**src/core/pwm_capture_defs.vh**
```
// Constants for the modulation timer and the capture timer
`ifndef PWM_CAPTURE_DEFS_VH
`define PWM_CAPTURE_DEFS_VH
// Register indices on the plain register port
`define OFS_A_MODE 4'h0
`define OFS_A_DATA 4'h1
`define OFS_B_MODE 4'h2
`define OFS_B_DATA 4'h3
`define OFS_START 4'h4
`define OFS_REQ 4'h5
// Mode field positions
`define BIT_SRC_LO 6
`define BIT_LEN8 5
`define BIT_OVF 5
`define BIT_EXT 4
`define BIT_EDGE3 3
`define BIT_EDGE2 2
// Mode patterns
`define A_MODE_PWM 3'h7
`define B_MODE_TIMER 2'h0
`define B_MODE_EVENT 2'h1
`define B_MODE_MEAS 2'h2
// Reset values
`define RST_A_MODE 8'h00
`define RST_B_MODE 8'h20
`define RST_DATA 16'h0000
// Modulation period end counts (2^16-1 and 2^8-1 periods)
`define PWM_LAST16 16'hFFFE
`define PWM_LAST8 16'h00FE
// Count clock divider shifts for source select 0..3
`define DIV_SHIFT0 1
`define DIV_SHIFT1 4
`define DIV_SHIFT2 6
`define DIV_SHIFT3 9
`define DIV_W 9
`endif

```
**src/core/pin_edge_detect.v**
```verilog
// Edge detector for a synchronous pin input
`timescale 1ns/1ps
`default_nettype none
module pin_edge_detect (
  // Clock and reset
  input wire clk_sys,
  input wire reset_n,
  // Pin level and edge pulses
  input wire pin,
  output wire rise,
  output wire fall
);
  reg prev_q;

  // Previous level, idle high so reset does not fake a rising edge
  always @(posedge clk_sys or negedge reset_n) begin
    if (!reset_n) begin
      prev_q <= 1'b1;
    end else begin
      prev_q <= pin;
    end
  end

  assign rise = pin & ~prev_q;
  assign fall = ~pin & prev_q;
endmodule // pin_edge_detect
`default_nettype wire

```
**src/core/pwm_and_pulse_measure_timers.v**
```verilog
// Modulation timer and capture timer with a plain register port
`timescale 1ns/1ps
`default_nettype none
`include "pwm_capture_defs.vh"
module pwm_and_pulse_measure_timers #(
  parameter DW = 16
) (
  // Clock and reset
  input wire clk_sys,
  input wire reset_n,
  // Register port
  input wire [3:0] reg_addr,
  input wire [DW-1:0] reg_wdata,
  input wire reg_wr,
  input wire reg_rd,
  output reg [DW-1:0] reg_rdata,
  // Pins
  input wire timer_a_input_pin,
  output reg timer_a_output_pin,
  input wire timer_b_input_pin,
  // Request pulses
  output reg timer_a_req,
  output reg timer_b_req
);
  // Overview of the modulation timer (A side)
  //   Mode pattern 111 in the low bits selects modulation; anything else halts it.
  //   While halted, a data write loads the reload register and the counter.
  //   The start bit arms the modulator; with external start it then waits
  //   for the chosen edge on the trigger pin, and ignores every later edge.
  //   Once running, nothing but clearing the start bit or the mode stops it.
  //   The first modulator tick after the start only lines the waveform up
  //   with the count clock, so every high time is a whole number of ticks.
  //   The phase counter then counts one full period of ticks, and the width
  //   counter counts down the high time; at the period end the reload value
  //   is copied into the width counter, so a new width shows from the next rise.
  //   In 8-bit form the low byte is a prescaler and the high byte the width,
  //   which trades resolution for a much shorter period.
  //
  // Overview of the capture timer (B side)
  //   Timer mode counts count-clock ticks down; event mode counts pin edges.
  //   At zero the counter reloads and a one-cycle request pulse is raised.
  //   Measurement mode counts ticks up between qualifying pin edges and
  //   copies the count into the reload register, which reads back as result.
  //   The first capture after the start only opens the interval, so it
  //   raises no request; its value is not a full period or width.
  //   A count that wraps past all ones sets the overflow flag, which only a
  //   mode register write clears.
  //
  // Limitations
  //   Pins are taken as synchronous; a pin pulse shorter than one clock can
  //   be lost, and a level must stand two count clocks in measurement.
  //   All count clocks come from one shared divider, so both timers tick
  //   on the same edges when they select the same source.
  //   Reading the modulation data returns zero while mode 111 is set, since its value is undefined; other modes read the reload register.
  reg [7:0] a_mode_q;
  reg [7:0] b_mode_q;
  reg b_ovf_q;
  reg [DW-1:0] a_reload_q;
  reg [DW-1:0] a_cnt_q;
  reg [DW-1:0] a_phase_q;
  reg [7:0] a_pre_q;
  reg a_run_q;
  reg a_live_q;
  reg [DW-1:0] b_reload_q;
  reg [DW-1:0] b_cnt_q;
  reg b_first_q;
  reg a_start_q;
  reg b_start_q;
  reg a_reqbit_q;
  reg b_reqbit_q;
  reg [`DIV_W-1:0] div_q;
  wire a_rise;
  wire a_fall;
  wire b_rise;
  wire b_fall;

  // Pin edge detectors
  pin_edge_detect a_edges (
    .clk_sys(clk_sys),
    .reset_n(reset_n),
    .pin(timer_a_input_pin),
    .rise(a_rise),
    .fall(a_fall)
  );

  pin_edge_detect b_edges (
    .clk_sys(clk_sys),
    .reset_n(reset_n),
    .pin(timer_b_input_pin),
    .rise(b_rise),
    .fall(b_fall)
  );

  // Write decodes
  wire wr_a_mode = reg_wr && (reg_addr == `OFS_A_MODE);
  wire wr_a_data = reg_wr && (reg_addr == `OFS_A_DATA);
  wire wr_b_mode = reg_wr && (reg_addr == `OFS_B_MODE);
  wire wr_b_data = reg_wr && (reg_addr == `OFS_B_DATA);
  wire wr_start = reg_wr && (reg_addr == `OFS_START);
  wire wr_req = reg_wr && (reg_addr == `OFS_REQ);

  // Shared free-running divider for the count clock sources
  always @(posedge clk_sys or negedge reset_n) begin
    if (!reset_n) begin
      div_q <= {`DIV_W{1'b0}};
    end else begin
      div_q <= div_q + {{(`DIV_W-1){1'b0}}, 1'b1};
    end
  end

  // Tick when the low bits of the divider are all ones
  function tick_of;
    input [1:0] sel;
    input [`DIV_W-1:0] div;
    reg [`DIV_W-1:0] mask;
    begin
      mask = {`DIV_W{1'b0}};
      case (sel)
        2'h0: mask = (9'h001 << `DIV_SHIFT0) - 9'h001;
        2'h1: mask = (9'h001 << `DIV_SHIFT1) - 9'h001;
        2'h2: mask = (9'h001 << `DIV_SHIFT2) - 9'h001;
        default: mask = (9'h001 << `DIV_SHIFT3) - 9'h001;
      endcase
      tick_of = ((div & mask) == mask);
    end
  endfunction

  wire a_tick = tick_of(a_mode_q[7:`BIT_SRC_LO], div_q);
  wire b_tick = tick_of(b_mode_q[7:`BIT_SRC_LO], div_q);

  // Mode decodes for the modulation timer
  wire a_pwm = (a_mode_q[2:0] == `A_MODE_PWM);
  wire a_len8 = a_mode_q[`BIT_LEN8];
  wire a_ext = a_mode_q[`BIT_EXT];
  wire a_trig_edge = a_mode_q[`BIT_EDGE3] ? a_rise : a_fall;
  wire a_go = a_start_q && a_pwm && (!a_ext || a_trig_edge);

  // 8-bit form: prescaler pulse paces the modulator
  wire a_pre_pulse = a_tick && (a_pre_q == 8'h00);
  wire a_mtick = a_len8 ? a_pre_pulse : a_tick;
  wire [DW-1:0] a_last = a_len8 ? `PWM_LAST8 : `PWM_LAST16;
  wire [DW-1:0] a_width = a_len8 ? {8'h00, a_reload_q[15:8]} : a_reload_q;

  // Modulation timer state
  always @(posedge clk_sys or negedge reset_n) begin
    if (!reset_n) begin
      a_reload_q <= `RST_DATA;
      a_cnt_q <= `RST_DATA;
      a_phase_q <= `RST_DATA;
      a_pre_q <= 8'h00;
      a_run_q <= 1'b0;
      a_live_q <= 1'b0;
    end else begin
      if (wr_a_data) begin
        a_reload_q <= reg_wdata;
      end
      if (!a_start_q || !a_pwm) begin
        // Halted: data writes reach counter as well
        a_run_q <= 1'b0;
        a_live_q <= 1'b0;
        a_phase_q <= `RST_DATA;
        if (wr_a_data) begin
          a_cnt_q <= a_len8 ? {8'h00, reg_wdata[15:8]} : reg_wdata;
          a_pre_q <= reg_wdata[7:0];
        end
      end else if (!a_run_q) begin
        // Waiting for the trigger; triggers only matter here
        if (a_go) begin
          a_run_q <= 1'b1;
          a_live_q <= 1'b0;
          a_phase_q <= `RST_DATA;
        end
      end else begin
        if (a_len8 && a_tick) begin
          a_pre_q <= (a_pre_q == 8'h00) ? a_reload_q[7:0] : a_pre_q - 8'h01;
        end
        if (a_mtick) begin
          if (!a_live_q) begin
            // First tick aligns the output to the count clock; no count yet
            a_live_q <= 1'b1;
          end else if (a_phase_q == a_last) begin
            // End of period: fresh width just before the rise
            a_phase_q <= `RST_DATA;
            a_cnt_q <= a_width;
          end else begin
            a_phase_q <= a_phase_q + 16'h0001;
            if (a_cnt_q != 16'h0000) begin
              a_cnt_q <= a_cnt_q - 16'h0001;
            end
          end
        end
      end
    end
  end

  // High while running and width remains; falling edge raises a request
  wire a_out_d = a_run_q && a_live_q && (a_cnt_q != 16'h0000) && a_start_q && a_pwm;
  wire a_fall_out = timer_a_output_pin && !a_out_d;

  always @(posedge clk_sys or negedge reset_n) begin
    if (!reset_n) begin
      timer_a_output_pin <= 1'b0;
      timer_a_req <= 1'b0;
    end else begin
      timer_a_output_pin <= a_out_d;
      timer_a_req <= a_fall_out && a_run_q;
    end
  end

  // Capture timer decodes
  wire [1:0] b_sel = b_mode_q[1:0];
  wire b_e3 = b_mode_q[`BIT_EDGE3];
  wire b_e2 = b_mode_q[`BIT_EDGE2];
  wire b_meas = (b_sel == `B_MODE_MEAS);
  // Event edges: 00 fall, 01 rise, 10 both
  wire b_evt = b_e3 ? (b_rise | b_fall) : (b_e2 ? b_rise : b_fall);
  // Measurement edges: period picks one edge, width takes either
  wire b_cap_edge = b_e3 ? (b_rise | b_fall) : (b_e2 ? b_rise : b_fall);
  wire b_dec = (b_sel == `B_MODE_EVENT) ? b_evt : b_tick;
  wire b_cap = b_start_q && b_meas && b_cap_edge;
  wire b_wrap = b_start_q && b_meas && !b_cap && b_tick && (b_cnt_q == 16'hFFFF);
  wire b_zero = b_start_q && !b_meas && (b_sel != 2'h3) && b_dec && (b_cnt_q == 16'h0000);

  // Capture timer counter and reload register
  always @(posedge clk_sys or negedge reset_n) begin
    if (!reset_n) begin
      b_reload_q <= `RST_DATA;
      b_cnt_q <= `RST_DATA;
      b_first_q <= 1'b1;
      timer_b_req <= 1'b0;
    end else begin
      timer_b_req <= 1'b0;
      if (!b_start_q) begin
        b_first_q <= 1'b1;
        if (wr_b_data) begin
          b_reload_q <= reg_wdata;
          b_cnt_q <= reg_wdata;
        end
      end else if (b_meas) begin
        if (b_cap) begin
          b_reload_q <= b_cnt_q;
          b_cnt_q <= `RST_DATA;
          b_first_q <= 1'b0;
          timer_b_req <= !b_first_q;
        end else if (b_tick) begin
          b_cnt_q <= b_cnt_q + 16'h0001;
        end
      end else if (b_sel != 2'h3) begin
        if (wr_b_data) begin
          b_reload_q <= reg_wdata;
        end
        if (b_dec) begin
          if (b_cnt_q == 16'h0000) begin
            b_cnt_q <= wr_b_data ? reg_wdata : b_reload_q;
            timer_b_req <= 1'b1;
          end else begin
            b_cnt_q <= b_cnt_q - 16'h0001;
          end
        end
      end
    end
  end

  // Mode registers; overflow flag set wins over the clearing write
  always @(posedge clk_sys or negedge reset_n) begin
    if (!reset_n) begin
      a_mode_q <= `RST_A_MODE;
      b_mode_q <= `RST_B_MODE;
      b_ovf_q <= 1'b1;
    end else begin
      if (wr_a_mode) begin
        a_mode_q <= reg_wdata[7:0];
      end
      if (wr_b_mode) begin
        b_mode_q <= reg_wdata[7:0];
      end
      if (b_wrap) begin
        b_ovf_q <= 1'b1;
      end else if (wr_b_mode) begin
        b_ovf_q <= 1'b0;
      end
    end
  end

  // Start bits and sticky request bits (write one to clear, set wins)
  always @(posedge clk_sys or negedge reset_n) begin
    if (!reset_n) begin
      a_start_q <= 1'b0;
      b_start_q <= 1'b0;
      a_reqbit_q <= 1'b0;
      b_reqbit_q <= 1'b0;
    end else begin
      if (wr_start) begin
        a_start_q <= reg_wdata[0];
        b_start_q <= reg_wdata[1];
      end
      if (timer_a_req) begin
        a_reqbit_q <= 1'b1;
      end else if (wr_req && reg_wdata[0]) begin
        a_reqbit_q <= 1'b0;
      end
      if (timer_b_req) begin
        b_reqbit_q <= 1'b1;
      end else if (wr_req && reg_wdata[1]) begin
        b_reqbit_q <= 1'b0;
      end
    end
  end

  // Read data, registered one cycle after the strobe
  reg [DW-1:0] rd_d;
  always @* begin
    rd_d = {DW{1'b0}};
    if (reg_addr == `OFS_A_MODE) begin
      rd_d = {8'h00, a_mode_q};
    end else if (reg_addr == `OFS_A_DATA) begin
      rd_d = a_pwm ? {DW{1'b0}} : a_reload_q;
    end else if (reg_addr == `OFS_B_MODE) begin
      rd_d = {8'h00, b_mode_q[7:6], b_ovf_q, b_mode_q[4:0]};
    end else if (reg_addr == `OFS_B_DATA) begin
      rd_d = b_meas ? b_reload_q : b_cnt_q;
    end else if (reg_addr == `OFS_START) begin
      rd_d = {14'h0000, b_start_q, a_start_q};
    end else if (reg_addr == `OFS_REQ) begin
      rd_d = {14'h0000, b_reqbit_q, a_reqbit_q};
    end
  end

  // Read data holds only in the cycle after the strobe
  always @(posedge clk_sys or negedge reset_n) begin
    if (!reset_n) begin
      reg_rdata <= {DW{1'b0}};
    end else begin
      reg_rdata <= reg_rd ? rd_d : {DW{1'b0}};
    end
  end
endmodule // pwm_and_pulse_measure_timers
`default_nettype wire

```
**config.mk**
```make
export PLATFORM = sky130hd
export DESIGN_NAME = pwm_and_pulse_measure_timers
export DESIGN_NICKNAME = d
export VERILOG_FILES = /design/src/core/pin_edge_detect.v /design/src/core/pwm_and_pulse_measure_timers.v
export VERILOG_INCLUDE_DIRS = /design/src /design/src/core
export SDC_FILE = /design/constraint.sdc
export NUM_CORES = 1
export LEC_CHECK = 0
export ABC_CLOCK_PERIOD_IN_PS = 5300
export BUFFER_PORTS_ARGS = -buffer_cell sky130_fd_sc_hd__buf_2
export CORE_ASPECT_RATIO = 0.9
export CORE_MARGIN = 10
export CORE_UTILIZATION = 40
export CTS_CLUSTER_DIAMETER = 100
export DETAILED_ROUTE_END_ITERATION = 16
export GPL_TIMING_DRIVEN = 0
export PLACE_DENSITY = 0.66
export SLEW_MARGIN = 15
export SYNTH_ARGS = -nofsm -noshare
export SYNTH_HDL_FRONTEND = slang
export SYNTH_HIERARCHICAL = 1
export SYNTH_SLANG_ARGS = --single-unit
```
**constraint.sdc**
```tcl
create_clock -name clk_sys -period 5.3 [get_ports clk_sys]
set_input_delay 1.06 -clock clk_sys [delete_from_list [all_inputs] [get_ports clk_sys]]
set_output_delay 1.06 -clock clk_sys [all_outputs]
set_load 0.02 [all_outputs]
```
==> flow_metrics.tcl, run 1 <==
set metrics [dict create \
    status "finished clean" \
    p_per_area_mw_per_mm2 424 \
    post-route-min-period_ns 3.14 \
    routed_wl_mm 27.4 \
    antenna_found_initial 1 \
    drtPass1Iterations 6 \
    dp_hpwl_mm 19.6 \
    ctsRootBufferMaster "clkbuf_16" \
    rsz0062_at_grt "false" \
    drtIter0Drc 968 \
    switching_share_pct 37.8 \
    gp_congestion 0.959 \
    final.period_utilization_pct 59.3 \
    relSlewSlack_pct 42.7 \
    dieHeight_um 160 \
    htreeDepth 4 \
    p_sw_mw 1.59 \
    synth_seq_area_share_pct 40.6 \
    pwr-share-comb_pct 33.1 \
    cts_resized 0 \
    hp-class "reg -> reg" \
    slew_viol_final 0 \
    async_reset_ff_share_pct 100 \
    grt_max_degree 87 \
    tightest_slew_ns 0.853 \
    final_cell_mix "dfrtp_1, nand2_1, nor2_1" \
    crit_type "in -> reg" \
    path_clk_slew_ns 0.06 \
    overflow 0 \
    holdPathStages 1 \
    cts_made_buffers 17 \
    dp_slack_ns 1.81 \
    clkPwrFrac_pct 30.3 \
    cts_tree "done" \
    die_x_um 175 \
    syn_area_mm2 0.00870 \
    final_layout_size_suffix_gt1_share_pct 14.4 \
    tns_ns 0 \
    ir_worst_vdd_uv 220 \
    endpoint_kind "flop" \
    io_pins 45 \
    vias 8049 \
    synth_warnings 6 \
    drc 0 \
    rows 51 \
    required_ns 5.60 \
    die-area_mm2 0.0281 \
    hold_viol_final 0 \
    syn_to_final_growth_pct 14.3 \
    reg2regPathDepth 9 \
    insertion_delay_ns 0.44 \
    p_leak_nw 4.12 \
    fin_ws_ns 2.16 \
    path_max_fanout 10 \
    p_int_mw 2.62 \
    synth.distinct_cells 80 \
    syn-num-nets 1012 \
    post_cts_buffers 0 \
    synth.avg_cell_area_um2 8.92 \
    p_seq_share_pct 36.6 \
    core_region_area_mm2 0.0215 \
    cts.path.max_buffers 2 \
    grt_pass1_vias 7609 \
    wl_per_cell_um 20.4 \
    synth_edf_count 0 \
    ys.flop_type "dfrtp_1" \
    skew_ns 0.00823 \
    max_freq_mhz 318 \
    setup_violations 0 \
    cts-hold-fix-buffers 0 \
    initial_core_util_pct 40.5 \
    cap_viol_max_count 0 \
    io_buffer_count 43 \
    startpoint_type "input port" \
    groute.usage.overall_pct 19.3 \
    worst_ep_arrival_time_ns 3.44 \
    fin_nets 1075 \
    cts.sinks 141 \
    synth-seq-cells 141 \
    final_common_cell "dfrtp_1" \
    vias_per_cell 5.99 \
    antenna_cells 0 \
    synth_cells 976 \
    postRouteAntennaNets 0 \
    grt_pass1_wl_mm 43.3 \
]
## worst max-delay path, stage by stage
cell and delay, ns:
buf_2 0.09, and2b_2 0.21, mux2_2 0.27, o21ai_1 0.62
o211ai_1 0.46, o21a_1 0.32, buf_2 0.24, nor2_1 0.12
a21oi_1 0.05
## state kept, by name (all words and copies together), names as in the netlist, 7 cells and up
name / cells
a_cnt_q: 16
a_phase_q: 16
a_reload_q: 16
b_cnt_q: 16
b_reload_q: 16
reg_rdata: 16
div_q: 9
a_mode_q: 8
a_pre_q: 8
b_mode_q: 7
## through the flow
stage               utilization, %  std cells  cell area, um^2  total power [mW]  hold WS (ns)
finish                        46.3       1343             9950              4.22         0.481
global route                  46.3       1343             9950              4.43         0.499
CTS                           46.3       1343             9950              4.18         0.482
detailed placement            43.3       1311             9320              2.90         0.468
global placement              43.2       1310             9280              2.88         0.464
floorplan                        -        976             8700              2.48         0.446
## area by class of cell
class | instances | area (um^2)
fillers | 2081 | 11600
multi-input cells | 743 | 4780
flip-flops and latches | 141 | 3530
clock buffers | 21 | 470
well taps | 291 | 364
plain buffers | 64 | 287
repair buffers | 44 | 253
clock inverters | 11 | 158
inverters | 28 | 105
## worst paths after layout
path	start	endpoint	slack (ns)
max	timer_b_input_pin	b_reload_q[11]	2.16
min	div_q[8]	div_q[8]	0.48
max reg2reg	a_pre_q[0]	a_cnt_q[12]	2.47
min reg2reg	div_q[8]	div_q[8]	0.48
max in group asynchronous	reset_n	a_cnt_q[9]	3.96
min in group asynchronous	reset_n	b_reload_q[6]	0.55
## Yosys cell counts (4+ instances only)
master / n / area share (%)
inv_1: 28 / 1.2
mux2_1: 5 / 0.65
a211oi_1: 8 / 0.69
o211ai_1: 13 / 1.1
o32ai_1: 4 / 0.40
or4_1: 4 / 0.35
buf_2: 13 / 0.75
mux2_2: 33 / 4.3
a31oi_1: 23 / 1.7
a22o_1: 4 / 0.40
mux2i_1: 35 / 4.0
nor4_1: 9 / 0.65
o22ai_1: 29 / 2.1
a221oi_1: 12 / 1.2
clkbuf_1: 43 / 1.9
and3_1: 16 / 1.2
o21a_1: 5 / 0.43
a21o_1: 6 / 0.52
or3_1: 7 / 0.50
nor3b_1: 6 / 0.52
nor3_1: 24 / 1.4
o21ai_0: 31 / 1.8
nand2b_1: 12 / 0.86
a21oi_1: 50 / 2.9
and2_1: 7 / 0.50
o21ai_1: 28 / 1.6
ha_1: 10 / 1.4
nor2b_1: 5 / 0.36
a21boi_0: 6 / 0.52
dfrtp_1: 137 / 39
nor2_1: 76 / 3.3
o31ai_1: 4 / 0.35
nand3_1: 37 / 2.1
nand4_1: 4 / 0.29
dfstp_2: 4 / 1.2
nand2_1: 124 / 5.3
xor2_1: 20 / 2.0
a311oi_1: 9 / 0.91
xnor2_1: 18 / 1.8
## cells by family after synthesis
family | synth area share [%]
XOR/XNOR | 3.82
buffers and inverters | 4.50
multiplexers | 8.94
adder cells (fa/ha/maj) | 1.44
flip-flops | 40.6
AO/OA/AOI/OAI | 19.6
AND/OR/NAND/NOR | 21.1
## per-layer routing
layer,wire length [um],track usage [%],vias up
met5,13,0,-
met4,650,6.12,2
met2,11100,26.7,395
li1,-,-,3686
met1,12900,28.3,3911
met3,2670,4.86,55
## power by group through the flow
stage	Clock (mW)	Sequential (mW)	Combinational, mW
floorplan	0	1.48	1.00
global placement	0	1.55	1.33
detailed placement	0	1.55	1.35
CTS	1.29	1.53	1.36
global route	1.34	1.57	1.53
finish	1.28	1.54	1.39
Note: power is estimated with default switching activity, not from simulation.
==> run 2, diff against run 1 <==
--- a/config.mk
+++ b/config.mk
@@ -6,7 +6,8 @@
 export SDC_FILE = /design/constraint.sdc
 export NUM_CORES = 1
 export LEC_CHECK = 0
-export ABC_CLOCK_PERIOD_IN_PS = 5300
+export ABC_AREA = 1
+export ABC_CLOCK_PERIOD_IN_PS = 2700
 export BUFFER_PORTS_ARGS = -buffer_cell sky130_fd_sc_hd__buf_2
 export CORE_ASPECT_RATIO = 0.9
 export CORE_MARGIN = 10
@@ -14,7 +15,7 @@
 export CTS_CLUSTER_DIAMETER = 100
 export DETAILED_ROUTE_END_ITERATION = 16
 export GPL_TIMING_DRIVEN = 0
-export PLACE_DENSITY = 0.66
+export PLACE_DENSITY = 0.68
 export SLEW_MARGIN = 15
 export SYNTH_ARGS = -nofsm -noshare
 export SYNTH_HDL_FRONTEND = slang
==> constraint.sdc (replaced) <==
create_clock -name clk_sys -period 2.7 [get_ports clk_sys]
set_input_delay 0.54 -clock clk_sys [delete_from_list [all_inputs] [get_ports clk_sys]]
set_output_delay 0.54 -clock clk_sys [all_outputs]
set_load 0.02 [all_outputs]
==> run 2 against run 1 <==
Against the previous run: sequential power increased by 95%; global-route usage increased by 0.95 points; largest cell class unchanged; setup slack got worse by 1.8 ns; critical path depth increased by 1; critical endpoint is now b_reload_q[5]; die area increased by 9.3%; sequential share of layout area decreased by 3.0 points; sequential cell count unchanged; via count increased by 22%.
==> flow_metrics.tcl, run 2 <==
set metrics [dict create \
    whs_ns 0.220 \
    startpoint_type "flop" \
    hp-class "in -> reg" \
    cap_viol_max_count 0 \
    synth-seq-cells 141 \
    ctsRootBufferMaster "clkbuf_16" \
    required_ns 2.99 \
    final_cell_mix "nand2_1, o21ai_0, inv_1" \
    vias 9814 \
    postRouteAntennaNets 0 \
    htreeDepth 4 \
    min_to "b_edges/prev_q" \
    die-area_mm2 0.0307 \
    dp_cells 1786 \
    status "finished clean" \
    synth_seq_area_share_pct 36.7 \
    synth_cells 1439 \
    crit_slowest_cell "dfstp_2" \
    wl_per_cell_um 17.0 \
    cts_tree "done" \
    synth.avg_cell_area_um2 6.69 \
    drtIter0Drc 1123 \
    cts_resized 0 \
    power_mw 8.41 \
    final.period_utilization_pct 87.7 \
    fin_nets 1540 \
    worst_ep_arrival_time_ns 2.66 \
    syn_area_mm2 0.00962 \
    setup_violations 0 \
    skew_ns 0.00936 \
    groute.usage.overall_pct 20.2 \
    slew_viol_final 0 \
    core_region_area_mm2 0.0235 \
    cts.sinks 141 \
    max_freq_mhz 422 \
    async_reset_ff_share_pct 100 \
    synth.distinct_cells 43 \
    endpoint_kind "flop" \
    synth_commonest_cells "nand2_1, o21ai_0, inv_1, dfrtp_1, nor2_1" \
    drc 0 \
    grt_pass1_vias 8949 \
    path_max_fanout 10 \
    crit_type "reg -> reg" \
    yosys.area.top_type_share_pct 35.6 \
    cts.path.max_buffers 2 \
    slowest_delay_ns 0.53 \
    grt_max_degree 96 \
    io_pins 45 \
    final_common_cell "nand2_1" \
    die_x_um 183 \
    reg2regPathDepth 10 \
    fin_ws_ns 0.332 \
    path_clk_slew_ns 0.07 \
    ir_worst_vdd_uv 494 \
    cts_made_buffers 17 \
    crit_chain "inv_1, nor2_1, o21ai_0, nand2_1, inv_1, nand2_2, nand2_4, inv_2, clkbuf_1, o21ai_0" \
    antenna_cells 0 \
    dp_slack_ns 0.280 \
    vias_per_cell 5.40 \
    rsz0062_at_grt "false" \
    initial_core_util_pct 40.9 \
    grt_pass1_wl_mm 49.4 \
    r2r_slack_ns 0.33 \
    utilization_pct 46.2 \
    post_cts_buffers 0 \
    nFillCells 2423 \
    hold_viol_final 0 \
    r2r-end "b_reload_q[5]" \
    synthTopCellsByArea "dfrtp_1, nand2_1, o21ai_0" \
    yosysTopAreaCell "dfrtp_1" \
    rows 53 \
    dieHeight_um 167 \
    p_leak_nw 5.42 \
    dp_hpwl_mm 23.8 \
    synth_edf_count 0 \
    gp_congestion 0.978 \
    overflow 0 \
    antenna_found_initial 0 \
    ys.flop_type "dfrtp_1" \
    io_buffer_count 44 \
    synth_warnings 6 \
    synth.most_common_cell "nand2_1" \
    post-route-min-period_ns 2.37 \
    tightest_slew_ns 0.644 \
    holdPathStages 1 \
    r2r_start "b_edges/prev_q" \
    syn_to_final_growth_pct 13.0 \
    final_layout_size_suffix_gt1_share_pct 9.89 \
    min-delay-start "timer_b_input_pin" \
    routed_wl_mm 31.0 \
    drtPass1Iterations 5 \
    relSlewSlack_pct 57.1 \
    stdcell_count 1819 \
    p_per_area_mw_per_mm2 773 \
    syn-num-nets 1475 \
    insertion_delay_ns 0.43 \
]
==> run 2: cell count changes in the layout (fill, tap and decap cells not counted), sizes merged, moves of 17 or more <==
cell / before / now
mux2i: 35 / 0
nand4: 5 / 32
o21ai: 59 / 161
nand2: 124 / 475
nor2: 77 / 134
o22ai: 29 / 0
nand3: 37 / 122
a31oi: 23 / 3
buf: 65 / 82
mux2: 38 / 0
inv: 29 / 159
clkbuf: 64 / 44
==> run 2: cell families after synthesis <==
logic type               synth area share [%]
XOR/XNOR                                 3.46
AND/OR/NAND/NOR                          35.4
adder cells (fa/ha/maj)                  1.30
AO/OA/AOI/OAI                            13.5
flip-flops                               36.7
buffers and inverters                    9.61
==> run 2: layer usage <==
| metal | global-route usage, % | routed length, um | vias up |
|---|---|---|---|
| met5 | 0 | 0 | - |
| met4 | 6.13 | 560 | 0 |
| met3 | 4.00 | 2420 | 43 |
| met2 | 27.5 | 12500 | 371 |
| met1 | 30.9 | 15500 | 4599 |
| li1 | - | - | 4801 |
==> run 2: through the flow <==
stage / TNS [ns] / area, um^2
finish: 0 / 10900
global route: 0 / 10900
CTS: 0 / 10900
detailed placement: 0 / 10300
global placement: -139.18 / 10200
floorplan: 0 / 9620
==> run 2: critical path: cells and delay by family, from the launching register on <==
family          cells  cell delay [ns]
buf+inv             4             0.82
flops               1             0.53
simple gates        4             0.63
compound gates      2             0.24
==> run 2: worst max-delay path by stage <==
stage / start / to
6_report: b_edges/prev_q / b_reload_q[5]
5_1_grt: b_edges/prev_q / b_reload_q[8]
4_1_cts: b_edges/prev_q / b_reload_q[5]
3_5_place_dp: timer_b_input_pin / b_reload_q[10]
3_3_place_gp: reset_n / reg_rdata[8]
2_1_floorplan: b_cnt_q[0] / b_cnt_q[4]
==> run 2: report_power, final <==
| part | switching, mW | internal, mW | leakage (nW) |
|---|---|---|---|
| Combinational | 2.00 | 0.962 | 3.34 |
| Clock | 1.09 | 1.35 | 0.301 |
| Sequential | 0.445 | 2.56 | 1.78 |
==> run 2: final cells by class <==
class / instances / area, um^2 / area share (%)
Multi-Input combinational cell: 1082 / 5160 / 47.5
Timing Repair Buffer: 46 / 268 / 2.46
Tap cell: 302 / 378 / 3.47
Sequential cell: 141 / 3530 / 32.5
Inverter: 153 / 582 / 5.35
Clock buffer: 18 / 439 / 4.04
Clock inverter: 14 / 168 / 1.54
Buffer: 63 / 343 / 3.15
==> run 2: timing repair <==
item / in CTS / in global routing
endpoints found under the setup margin: 0 / 0
endpoints found under the hold margin: 8 / 0
hold buffers: 1 / 0
==> run 3, diff against run 2 <==
--- a/config.mk
+++ b/config.mk
@@ -7,7 +7,7 @@
 export NUM_CORES = 1
 export LEC_CHECK = 0
 export ABC_AREA = 1
-export ABC_CLOCK_PERIOD_IN_PS = 2700
+export ABC_CLOCK_PERIOD_IN_PS = 2980
 export BUFFER_PORTS_ARGS = -buffer_cell sky130_fd_sc_hd__buf_2
 export CORE_ASPECT_RATIO = 0.9
 export CORE_MARGIN = 10
@@ -15,7 +15,7 @@
 export CTS_CLUSTER_DIAMETER = 100
 export DETAILED_ROUTE_END_ITERATION = 16
 export GPL_TIMING_DRIVEN = 0
-export PLACE_DENSITY = 0.68
+export PLACE_DENSITY = 0.66
 export SLEW_MARGIN = 15
 export SYNTH_ARGS = -nofsm -noshare
 export SYNTH_HDL_FRONTEND = slang
==> constraint.sdc (replaced) <==
create_clock -name clk_sys -period 2.98 [get_ports clk_sys]
set_input_delay 0.596 -clock clk_sys [delete_from_list [all_inputs] [get_ports clk_sys]]
set_output_delay 0.596 -clock clk_sys [all_outputs]
set_load 0.02 [all_outputs]
==> run 3 against run 2 <==
Against the previous run: power fell by 8.8%; first-iteration DRC count shrank 0.89%; critical path depth is the same; clock-buffer cell count is 1 higher; sequential share of layout area barely moved; highest routed layer unchanged; cell area decreased by 0.13%; register-to-register slack better by 0.27 ns; setup slack improved by 0.27 ns; clock power fell by 7%; largest cell class unchanged.
==> flow_metrics.tcl, run 3 (synthesized netlist as in run 2, its figures left out) <==
set metrics [dict create \
    required_ns 3.27 \
    grt_pass1_wl_mm 49.3 \
    grt_pass1_vias 9004 \
    fin_ws_ns 0.604 \
    vias_per_cell 5.44 \
    cts_resized 0 \
    path_clk_slew_ns 0.07 \
    gp_congestion 0.973 \
    tightest_slew_ns 0.609 \
    antenna_cells 0 \
    p_int_mw 4.53 \
    rsz0062_at_grt "false" \
    cts_made_buffers 17 \
    max_freq_mhz 421 \
    skew_ns 0.0133 \
    dieHeight_um 167 \
    post-route-min-period_ns 2.38 \
    post_cts_buffers 0 \
    grt_max_degree 78 \
    final.period_utilization_pct 79.7 \
    htreeDepth 4 \
    worst_ep_arrival_time_ns 2.67 \
    final_cell_mix "nand2_1, o21ai_0, inv_1" \
    drt-met1-wl_mm 15.3 \
    cap_viol_max_count 0 \
    ctsRootBufferMaster "clkbuf_16" \
    dp_hpwl_mm 23.7 \
    final_common_cell "nand2_1" \
    clkPwrFrac_pct 29.5 \
    whs_ns 0.0988 \
    ir_worst_vdd_uv 370 \
    die_x_um 183 \
    overflow 0 \
    initial_core_util_pct 40.9 \
    path_max_fanout 10 \
    rows 53 \
    dp_slack_ns 0.476 \
    p_leak_nw 5.41 \
    vias 9881 \
    die-area_mm2 0.0307 \
    p_sw_mw 3.13 \
    groute.usage.overall_pct 20.0 \
    status "finished clean" \
    core_region_area_mm2 0.0235 \
    final_layout_size_suffix_gt1_share_pct 9.77 \
    routed_wl_mm 31.0 \
    wl_per_cell_um 17.1 \
    hp-class "in -> async" \
    p_seq_share_pct 35.5 \
    hold_viol_final 0 \
    io_pins 45 \
    insertion_delay_ns 0.44 \
    endpoint_kind "flop" \
    setup_violations 0 \
    drtIter0Drc 1113 \
    drtPass1Iterations 7 \
    cts-hold-fix-buffers 0 \
    slew_viol_final 0 \
    wl_met2_mm 12.6 \
    relSlewSlack_pct 59.4 \
    startpoint_type "flop" \
    fin_nets 1539 \
    cts_tree "done" \
    cts.path.max_buffers 2 \
    syn_to_final_growth_pct 12.9 \
    top_layer "met4" \
    wl_met3_mm 2.64 \
    cts.sinks 141 \
    drc 0 \
    pwr-share-comb_pct 35.0 \
    postRouteAntennaNets 0 \
    crit_type "reg -> reg" \
    switching_share_pct 40.9 \
    p_per_area_mw_per_mm2 706 \
    io_buffer_count 44 \
    antenna_found_initial 0 \
]
[run 3: area by class of cell]
class,count,area [um^2]
Timing Repair Buffer,45,258
Inverter,153,582
Tap cell,302,378
Clock inverter,12,160
Multi-Input combinational cell,1082,5160
Clock buffer,19,443
Sequential cell,141,3530
Buffer,63,343
Fill cell,2413,12700
[run 3: critical path, cell delays in order, from the launching register on]
cell,delay (ns)
dfstp_2,0.53
inv_1,0.04
nor2_1,0.07
o21ai_0,0.08
nand2_1,0.24
inv_1,0.14
nand2_2,0.19
nand2_4,0.13
inv_2,0.16
clkbuf_1,0.48
o21ai_0,0.18
[run 3: power groups by stage]
stage	clock network, mW	logic (mW)	registers [mW]
floorplan	0	1.92	2.61
global placement	0	2.58	2.74
detailed placement	0	2.62	2.74
CTS	2.28	2.64	2.71
global route	2.37	3.01	2.77
finish	2.26	2.69	2.72
[run 3: per-layer routing]
layer | vias up | GRT usage, %
met2 | 424 | 28.0
met5 | - | 0
li1 | 4784 | -
met4 | 0 | 4.99
met3 | 31 | 3.72
met1 | 4642 | 30.5
[run 3: per-stage QoR]
step           power [mW]  util [%]  cells  cell area (um^2)  TNS [ns]
5_1_grt              8.15      46.1   1817             10900         0
6_report             7.67      46.1   1817             10900         0
4_1_cts              7.63      46.1   1817             10900         0
3_5_place_dp         5.36      43.6   1786             10300         0
2_1_floorplan        4.53         -   1439              9620         0
3_3_place_gp         5.32      43.4   1785             10200   -107.26
[run 3: worst paths after layout]
path,start,to,slack (ns),cells after the start
max,b_edges/prev_q,b_reload_q[10],0.60,10
min,reset_n,b_cnt_q[2],0.1,1
max reg2reg,b_edges/prev_q,b_reload_q[10],0.60,10
min reg2reg,div_q[8],div_q[8],0.47,1
max in group asynchronous,reset_n,a_edges/prev_q,2.08,2
min in group clk_sys,timer_b_input_pin,b_edges/prev_q,0.28,1
